### config.mk
export PLATFORM = sky130hd
export DESIGN_NAME = gpio_port
export DESIGN_NICKNAME = d
export VERILOG_FILES = /design/src/gpio_port_pkg.sv /design/src/gpio_pin_cell.sv /design/src/gpio_port.sv
export SDC_FILE = /design/constraint.sdc
export NUM_CORES = 1
export LEC_CHECK = 0
export ABC_AREA = 1
export BUFFER_PORTS_ARGS = -buffer_cell sky130_fd_sc_hd__buf_2
export CAP_MARGIN = 40
export CORE_UTILIZATION = 53
export CTS_CLUSTER_SIZE = 16
export DETAILED_ROUTE_END_ITERATION = 6
export GPL_TIMING_DRIVEN = 1
export PLACE_DENSITY = 0.93
export SLEW_MARGIN = 20
export SYNTH_ARGS = -nofsm -noshare
export SYNTH_HDL_FRONTEND = slang
export SYNTH_SLANG_ARGS = --single-unit
export TNS_END_PERCENT = 100
### constraint.sdc
create_clock -name sys_clk -period 2.9 [get_ports sys_clk]
set_clock_uncertainty 0.15 [all_clocks]
set_input_delay 0.145 -clock sys_clk [delete_from_list [all_inputs] [get_ports sys_clk]]
set_output_delay 0.145 -clock sys_clk [all_outputs]
set_load 0.005 [all_outputs]
### src/gpio_port_pkg.sv
`default_nettype none

package gpio_port_pkg;

   localparam int PORT_W = 8;
   localparam int ADDR_W = 12;
   localparam int DATA_W = 32;

   // Register byte offsets on the APB
   localparam logic [11:0] OFS_PIN_LEVEL = 12'h000;
   localparam logic [11:0] OFS_DIRECTION = 12'h004;
   localparam logic [11:0] OFS_OUT_LATCH = 12'h008;
   localparam logic [11:0] OFS_USB_CTRL = 12'h00C;
   localparam logic [11:0] OFS_USB_CFG = 12'h010;
   localparam logic [11:0] OFS_ANALOG_CFG = 12'h014;
   localparam logic [11:0] OFS_PERIPH_CTRL = 12'h018;

   // Field positions
   localparam int USB_EN_BIT = 3;
   localparam int XCVR_DIS_BIT = 3;
   localparam int PIN2_ANALOG_SEL_BIT = 3;
   localparam int TMR_OSC_EN_BIT = 0;
   localparam int PULSE_EN_BIT = 1;

   // Pin positions
   localparam int PIN_OSC_OUT = 0;
   localparam int PIN_OSC_IN = 1;
   localparam int PIN_ANALOG = 2;
   localparam int PIN_USB_MINUS = 4;
   localparam int PIN_USB_PLUS = 5;

   // Implemented bits of direction and latch; pins 4 and 5 have none
   localparam logic [7:0] DIR_IMPL_MASK = 8'hCF;
   localparam logic [7:0] LAT_IMPL_MASK = 8'hCF;

   // Reset values
   localparam logic [7:0] DIR_RST = 8'hCF;
   localparam logic [7:0] LAT_RST = 8'h00;
   localparam logic [7:0] USB_CTRL_RST = 8'h00;
   localparam logic [7:0] USB_CFG_RST = 8'h00;
   localparam logic [7:0] ANALOG_CFG_RST = 8'h00;
   localparam logic [7:0] PERIPH_CTRL_RST = 8'h00;

   typedef struct packed {
      logic psel;
      logic penable;
      logic pwrite;
      logic [11:0] paddr;
      logic [31:0] pwdata;
   } apb_req_t;

   typedef struct packed {
      logic pready;
      logic pslverr;
      logic [31:0] prdata;
   } apb_rsp_t;

   // Requests from multiplexed peripherals, one bit per pin
   typedef struct packed {
      logic [7:0] force_out;
      logic [7:0] force_in;
      logic [7:0] sel;
      logic [7:0] data;
   } periph_req_t;

   // Requests from the USB engine
   typedef struct packed {
      logic drive_en;
      logic minus_out;
      logic plus_out;
      logic xcvr_oe_n;
   } usb_req_t;

   typedef struct packed {
      logic [7:0] out;
      logic [7:0] oe;
   } pad_drive_t;

endpackage

`default_nettype wire

### src/gpio_pin_cell.sv
`timescale 1ns/1ps
`default_nettype none

module gpio_pin_cell (
   input wire logic dir,
   input wire logic latch,
   input wire logic force_out,
   input wire logic force_in,
   input wire logic alt_sel,
   input wire logic alt_data,
   input wire logic digital_en,
   input wire logic pad_in,
   output logic pad_oe,
   output logic pad_out,
   output logic pin_level
);

   // A forced output wins over a forced input
   assign pad_oe = force_out | (~force_in & ~dir);
   assign pad_out = alt_sel ? alt_data : latch;
   // Disabled digital input reads low
   assign pin_level = digital_en & pad_in;

endmodule

`default_nettype wire

### src/gpio_port.sv
// How it works
// RQ1: Eight pins, each individually input or output unless input-only.
// RQ2: Direction bit 1 turns the pin driver off; pin is input.
// RQ3: Direction bit 0 drives the pin from its output latch bit.
// RQ4: Output latch reads return stored latch values, never pin levels.
// RQ5: Enabled peripherals may force a pin to output or input.
// RQ6: Direction register reads return stored bits despite overrides.
// RQ7: Pins 4 and 5 have no direction bits; digital use is input only.
// RQ8: External transceiver mode keeps pins 4 and 5 as inputs.
// RQ9: On-chip transceiver mode lets USB engine set pins 4, 5 direction.
// RQ10: After reset all pins except 2, 4, 5 are digital inputs.
// RQ11: Pin 2 starts analog; digital input needs its analog-select bit set.
// RQ12: Software clears USB enable and sets transceiver disable first.
// RQ13: On-chip transceiver resets enabled; pins 4, 5 not digital yet.
// RQ14: Timer oscillator enabled takes pins 0, 1; digital I/O disabled.
// RQ15: Pin 0 as input feeds the timer external clock.
// RQ16: External transceiver mode drives its active-low enable on pin 1.
// RQ17: On-chip transceiver mode uses pins 4, 5 as bus data lines.
// RQ18: External transceiver receive data come in on pins 4 and 5.
// RQ19: Pins 0, 1, 2 carry remappable peripheral signals per direction.
// RQ20: Pin 2 as output can carry the pulse generator signal.
// RQ21: Pin level writes update latch; reads return sampled pin levels.
//
// The register addresses and the APB slave port are this design's own decisions.
`timescale 1ns/1ps
`default_nettype none

module gpio_port #(
   parameter int PORT_W = gpio_port_pkg::PORT_W
) (
   input wire logic sys_clk,
   input wire logic reset,
   input wire gpio_port_pkg::apb_req_t apb_req,
   output gpio_port_pkg::apb_rsp_t apb_rsp,
   input wire gpio_port_pkg::periph_req_t periph_req,
   input wire gpio_port_pkg::usb_req_t usb_req,
   input wire logic [PORT_W-1:0] pad_in,
   output gpio_port_pkg::pad_drive_t pad_drive,
   output logic usb_minus_in,
   output logic usb_plus_in,
   output logic xcvr_minus_rx,
   output logic xcvr_plus_rx,
   output logic timer_ext_clock_in,
   output logic timer_osc_active,
   output logic [PORT_W-1:0] pin_level
);

   typedef struct packed {
      logic [7:0] dir;
      logic [7:0] lat;
      logic [7:0] usb_ctrl;
      logic [7:0] usb_cfg;
      logic [7:0] analog_cfg;
      logic [7:0] periph_ctrl;
      logic [7:0] pins;
      logic [7:0] raw;
      logic [7:0] pad_out;
      logic [7:0] pad_oe;
      logic [31:0] prdata;
      logic slverr;
   } state_t;

   state_t state_q;
   state_t state_d;

   logic usb_en;
   logic xcvr_dis;
   logic usb_onchip;
   logic usb_ext;
   logic osc_en;
   logic pulse_en;
   logic setup_ph;
   logic access_wr;
   logic [7:0] eff_dir;
   logic [7:0] force_out;
   logic [7:0] force_in;
   logic [7:0] alt_sel;
   logic [7:0] alt_data;
   logic [7:0] dig_en;
   logic [7:0] cell_oe;
   logic [7:0] cell_out;
   logic [7:0] cell_level;
   logic [7:0] wbyte;
   logic [7:0] rbyte;
   logic hit;

   assign usb_en = state_q.usb_ctrl[gpio_port_pkg::USB_EN_BIT];
   assign xcvr_dis = state_q.usb_cfg[gpio_port_pkg::XCVR_DIS_BIT];
   assign usb_onchip = usb_en & ~xcvr_dis;
   assign usb_ext = usb_en & xcvr_dis;
   assign osc_en = state_q.periph_ctrl[gpio_port_pkg::TMR_OSC_EN_BIT];
   assign pulse_en = state_q.periph_ctrl[gpio_port_pkg::PULSE_EN_BIT];

   assign setup_ph = apb_req.psel & ~apb_req.penable;
   assign access_wr = apb_req.psel & apb_req.penable & apb_req.pwrite;
   assign wbyte = apb_req.pwdata[7:0];

   // Pin mux inputs, one bit per pin
   always_comb begin
      // Pins 4 and 5 behave as if their direction bit were always 1
      eff_dir = state_q.dir | ~gpio_port_pkg::DIR_IMPL_MASK; // RQ7
      force_out = periph_req.force_out; // RQ5
      force_in = periph_req.force_in; // RQ5
      alt_sel = periph_req.sel; // RQ19
      alt_data = periph_req.data; // RQ19
      dig_en = 8'hFF;
      // Oscillator pads are analog; the digital path must stay off
      if (osc_en) begin
         force_in[gpio_port_pkg::PIN_OSC_OUT] = 1'b1; // RQ14
         force_in[gpio_port_pkg::PIN_OSC_IN] = 1'b1; // RQ14
         force_out[gpio_port_pkg::PIN_OSC_OUT] = 1'b0; // RQ14
         force_out[gpio_port_pkg::PIN_OSC_IN] = 1'b0; // RQ14
         dig_en[gpio_port_pkg::PIN_OSC_OUT] = 1'b0; // RQ14
         dig_en[gpio_port_pkg::PIN_OSC_IN] = 1'b0; // RQ14
      end
      if (usb_ext) begin
         // Enable goes out only while the direction bit is 0 or a peripheral forces pin 1 to output
         alt_sel[gpio_port_pkg::PIN_OSC_IN] = 1'b1; // RQ16
         alt_data[gpio_port_pkg::PIN_OSC_IN] = usb_req.xcvr_oe_n; // RQ16
      end
      if (pulse_en) begin
         alt_sel[gpio_port_pkg::PIN_ANALOG] = 1'b1; // RQ20
         alt_data[gpio_port_pkg::PIN_ANALOG] = periph_req.data[2]; // RQ20
      end
      dig_en[gpio_port_pkg::PIN_ANALOG] =
         state_q.analog_cfg[gpio_port_pkg::PIN2_ANALOG_SEL_BIT]; // RQ11
      // Pins 4 and 5 serve USB, else digital input only
      force_out[gpio_port_pkg::PIN_USB_MINUS] =
         usb_onchip & usb_req.drive_en; // RQ9 RQ17
      force_out[gpio_port_pkg::PIN_USB_PLUS] =
         usb_onchip & usb_req.drive_en; // RQ9 RQ17
      force_in[gpio_port_pkg::PIN_USB_MINUS] = ~force_out[4]; // RQ7 RQ8
      force_in[gpio_port_pkg::PIN_USB_PLUS] = ~force_out[5]; // RQ7 RQ8
      alt_sel[gpio_port_pkg::PIN_USB_MINUS] = 1'b1; // RQ17
      alt_sel[gpio_port_pkg::PIN_USB_PLUS] = 1'b1; // RQ17
      alt_data[gpio_port_pkg::PIN_USB_MINUS] = usb_req.minus_out; // RQ17
      alt_data[gpio_port_pkg::PIN_USB_PLUS] = usb_req.plus_out; // RQ17
      // Digital read only once USB and its transceiver are both off
      dig_en[gpio_port_pkg::PIN_USB_MINUS] = ~usb_en & xcvr_dis; // RQ12 RQ13
      dig_en[gpio_port_pkg::PIN_USB_PLUS] = ~usb_en & xcvr_dis; // RQ12 RQ13
   end

   genvar gi;
   generate
      for (gi = 0; gi < PORT_W; gi++) begin : g_pin
         // RQ1
         gpio_pin_cell u_cell (
            .dir(eff_dir[gi]),
            .latch(state_q.lat[gi]),
            .force_out(force_out[gi]),
            .force_in(force_in[gi]),
            .alt_sel(alt_sel[gi]),
            .alt_data(alt_data[gi]),
            .digital_en(dig_en[gi]),
            .pad_in(pad_in[gi]),
            .pad_oe(cell_oe[gi]),
            .pad_out(cell_out[gi]),
            .pin_level(cell_level[gi])
         );
      end
   endgenerate

   // Register read mux
   always_comb begin
      rbyte = 8'h00;
      hit = 1'b1;
      case (apb_req.paddr)
         gpio_port_pkg::OFS_PIN_LEVEL: begin
            rbyte = state_q.pins; // RQ21
         end
         gpio_port_pkg::OFS_DIRECTION: begin
            // Stored bits only, whatever overrides are active
            rbyte = state_q.dir; // RQ6
         end
         gpio_port_pkg::OFS_OUT_LATCH: begin
            rbyte = state_q.lat; // RQ4
         end
         gpio_port_pkg::OFS_USB_CTRL: begin
            rbyte = state_q.usb_ctrl;
         end
         gpio_port_pkg::OFS_USB_CFG: begin
            rbyte = state_q.usb_cfg;
         end
         gpio_port_pkg::OFS_ANALOG_CFG: begin
            rbyte = state_q.analog_cfg;
         end
         gpio_port_pkg::OFS_PERIPH_CTRL: begin
            rbyte = state_q.periph_ctrl;
         end
         default: begin
            hit = 1'b0;
         end
      endcase
   end

   always_comb begin
      state_d = state_q;
      state_d.pins = cell_level;
      // Unmasked samples: USB receive needs pins 4, 5 while digital read is off
      state_d.raw = pad_in;
      // Pads are driven from flops, one cycle behind the mux
      state_d.pad_out = cell_out;
      state_d.pad_oe = cell_oe; // RQ2 RQ3
      // Read data and error are captured in the setup cycle
      if (setup_ph) begin
         state_d.prdata = {24'h000000, rbyte};
         state_d.slverr = ~hit;
      end
      if (access_wr) begin
         case (apb_req.paddr)
            gpio_port_pkg::OFS_PIN_LEVEL: begin
               // Writes land in the latch, not on the pins directly
               state_d.lat = wbyte & gpio_port_pkg::LAT_IMPL_MASK; // RQ21
            end
            gpio_port_pkg::OFS_DIRECTION: begin
               state_d.dir = wbyte & gpio_port_pkg::DIR_IMPL_MASK; // RQ7
            end
            gpio_port_pkg::OFS_OUT_LATCH: begin
               state_d.lat = wbyte & gpio_port_pkg::LAT_IMPL_MASK; // RQ4
            end
            gpio_port_pkg::OFS_USB_CTRL: begin
               state_d.usb_ctrl = wbyte;
            end
            gpio_port_pkg::OFS_USB_CFG: begin
               state_d.usb_cfg = wbyte;
            end
            gpio_port_pkg::OFS_ANALOG_CFG: begin
               state_d.analog_cfg = wbyte;
            end
            gpio_port_pkg::OFS_PERIPH_CTRL: begin
               state_d.periph_ctrl = wbyte;
            end
            default: begin
               state_d.slverr = 1'b1;
            end
         endcase
      end
   end

   always_ff @(posedge sys_clk) begin
      if (reset) begin
         state_q.dir <= gpio_port_pkg::DIR_RST; // RQ10
         state_q.lat <= gpio_port_pkg::LAT_RST;
         state_q.usb_ctrl <= gpio_port_pkg::USB_CTRL_RST;
         // Transceiver comes up enabled
         state_q.usb_cfg <= gpio_port_pkg::USB_CFG_RST; // RQ13
         // Pin 2 comes up analog
         state_q.analog_cfg <= gpio_port_pkg::ANALOG_CFG_RST; // RQ11
         state_q.periph_ctrl <= gpio_port_pkg::PERIPH_CTRL_RST;
         state_q.pins <= 8'h00;
         state_q.raw <= 8'h00;
         state_q.pad_out <= 8'h00;
         state_q.pad_oe <= 8'h00; // RQ10
         state_q.prdata <= 32'h00000000;
         state_q.slverr <= 1'b0;
      end else begin
         state_q <= state_d;
      end
   end

   // Zero wait states: the access phase always completes at once
   assign apb_rsp = '{pready: 1'b1,
      pslverr: state_q.slverr & apb_req.psel & apb_req.penable,
      prdata: state_q.prdata};

   assign pad_drive = '{out: state_q.pad_out, oe: state_q.pad_oe};
   assign pin_level = state_q.pins;

   // Raw pad samples for USB are taken from the flopped pads only
   assign usb_minus_in = usb_onchip &
      state_q.raw[gpio_port_pkg::PIN_USB_MINUS]; // RQ17
   assign usb_plus_in = usb_onchip &
      state_q.raw[gpio_port_pkg::PIN_USB_PLUS]; // RQ17
   assign xcvr_minus_rx = usb_ext &
      state_q.raw[gpio_port_pkg::PIN_USB_MINUS]; // RQ18
   assign xcvr_plus_rx = usb_ext &
      state_q.raw[gpio_port_pkg::PIN_USB_PLUS]; // RQ18
   assign timer_ext_clock_in = state_q.pins[0] &
      state_q.dir[gpio_port_pkg::PIN_OSC_OUT]; // RQ15
   assign timer_osc_active = osc_en; // RQ14

endmodule

`default_nettype wire

==> flow_summary.json <==
{
  "status": "completed",
  "hold_buffers": 44,
  "grt_pass1_wl_um": 15260,
  "postSynthCellCount": 549,
  "cts_tree": "built",
  "setup_tns_ps": 0,
  "final_layout_size_suffix_gt1_share_pct": 21.61,
  "leakage_uw": 0.002290,
  "ys_types": 27,
  "maxSlewViolCount": 0,
  "cp-end-kind": "flop",
  "hp-class": "primary input to flop",
  "netlist.area_leader.share_pct": 39.68,
  "synth.yosys.seq_area_share_pct": 39.68,
  "post_cts_buffers": 0,
  "clockBufferDepth": 2,
  "yosysMostFrequentCell": "nor2_1",
  "cts.repair.resized": 0,
  "path_class": "primary input to flop",
  "rr_startpoint": "state_q[98]",
  "grt_usage_pct": 25.66,
  "peakVddDrop_mv": 0.2285,
  "clk_pin_slew_ps": 80,
  "cts_buffers": 9,
  "dieArea_sq_um": 7773,
  "die_w_um": 88.17,
  "synth_ff_type": "dfxtp_1",
  "portBuffers": 99,
  "yosys_warnings": 0,
  "min_period_ps": 2028,
  "core_area_sq_um": 7214,
  "crit_required_ps": 3010,
  "io_pins": 157,
  "gr-total-overflow": 0,
  "synth_edf_count": 0,
  "start_kind": "primary input",
  "first_global_vias": 3446,
  "drc": 0,
  "ys_ff_latch": 78,
  "synth_common_cells": "85 x nor2_1, 80 x nand2_1, 78 x dfxtp_1",
  "dr.pass1.iters": 5,
  "post-dp-hpwl_um": 6505,
  "synth_area_leaders": "dfxtp_1 40%, buf_4 11%, nor2_1 8.1%",
  "drtAntennaViolNets": 0,
  "grt_start_max_net_pins": 47,
  "regToRegEndpoint": "pad_drive[9]",
  "finalCritPeriodShare_pct": 69.95,
  "seq_area_sq_um": 1562,
  "syn-cell-area_sq_um": 3935,
  "vias": 3745,
  "r2r_setup_slack_ps": 950,
  "max-slew-margin-rel_pct": 42.60,
  "htree_levels": 3,
  "gp_congestion": 0.9031,
  "cts-root-buf": "clkbuf_8",
  "n_fill_cell": 606,
  "routed_wl_um": 9645,
  "final_hold_viol_count": 0,
  "worstSkewPairLatency_ps": 360,
  "via_per_inst": 4.954,
  "p_per_area_nw_per_um2": 459.3,
  "setup_viol": 0,
  "hold_path_end": "state_q[0]",
  "avgRoutedWirePerCell_um": 12.76,
  "diodes": 0,
  "cap_violations": 0,
  "syn_area_per_cell_sq_um": 7.168,
  "crit_fanout": 1,
  "row_count": 31,
  "reg2reg_depth": 4,
  "yosysTopAreaCell": "dfxtp_1",
  "die_height_um": 88.17,
  "max_freq_mhz": 493.0,
  "areaGrowthSynthToFinish_pct": 21.59,
  "initial_core_util_pct": 54.54,
  "timing.hold.ws_ps": 104.2,
  "hold_path_depth": 5,
  "final_util_pct": 66.32,
  "final_nets": 745,
  "worst_ep_arrival_time_ps": 2140,
  "multiInputGateArea_sq_um": 1678,
  "async_flop_share_pct": 0,
  "drtIter0Drc": 313,
  "rsz0062_at_grt": "false",
  "worst_pin_slew_ps": 860.1,
  "antenna_found_initial": 0,
  "cts.sink_count": 78,
  "hp-start": "apb_req[44]"
}
[cells in the final DEF (no fill, tap or decap), drive strengths merged]
cell	instances
a211oi	16
a21oi	37
buf	100
bufinv	2
clkbuf	11
clkinv	1
clkinvlp	1
conb	25
dfxtp	78
dlygate4sd3	44
inv	69
mux2i	1
nand2	84
nand3	62
nand4	1
nor2	99
nor3	2
o21ai	24
[logic make-up after synthesis]
| logic type | count (synthesis) | synth area share (%) |
|---|---|---|
| flops | 78 | 39.68 |
| simple gates | 248 | 29.06 |
| mux | 1 | 0.2544 |
| buf+inv | 143 | 19.87 |
| compound gates | 77 | 10.94 |
| other cells | 2 | 0.1909 |
[flip-flops by register name, summed over array words and instances (netlist names)]
register          count
pin_level             8
dig_en                1
pulse_en              1
state_q              38
eff_dir               6
apb_rsp               8
timer_osc_active      1
pad_drive            15
[routing by layer]
layer | vias to the layer above | GRT usage (%) | wire [um]
met1 | 1699 | 29.85 | 3904
li1 | 1864 | - | -
met5 | - | 0 | 0
met2 | 155 | 44.48 | 4693
met4 | 0 | 10.26 | 251
met3 | 27 | 7.163 | 796
[cell type report]
class,instances,share of cell area (%)
multi-input cells,351,35.07
well taps,99,2.589
flip-flops and latches,78,32.64
inverters,68,5.335
repair buffers,144,19.72
clock inverters,5,1.700
clock buffers,11,2.955
[stage by stage]
step	total power [uW]	worst slack (ps)	cells	instance area, sq um
6_report	2198	871.6	756	4785
5_1_grt	2269	834.6	756	4785
4_1_cts	2194	937.1	756	4785
3_5_place_dp	1268	1153	696	4121
3_3_place_gp	1263	1216	696	4121
2_1_floorplan	1232	1536	572	4021
[worst max-delay path, stage by stage]
cell,delay (ps)
dlygate4sd3_1,550
buf_2,130
mux2i_1,130
dlygate4sd3_1,570
a21oi_1,60
dlygate4sd3_1,550
[worst max-delay path by stage]
stage	cells past startpoint	start	to	slack, ps
floorplan	9	apb_req[43]	state_q[100]	1540
global placement	10	apb_req[43]	apb_rsp[6]	1220
detailed placement	10	apb_req[43]	apb_rsp[2]	1150
CTS	6	periph_req[1]	pad_drive[9]	940
global route	6	periph_req[1]	pad_drive[9]	830
finish	6	periph_req[1]	pad_drive[9]	870
[power by group]
group,total (uW),switching (uW),internal (uW)
sequential,1090,5.19,1090
clock,904,394,510
combinational,203,107,96.1
Power figures use the tool's default switching activity.
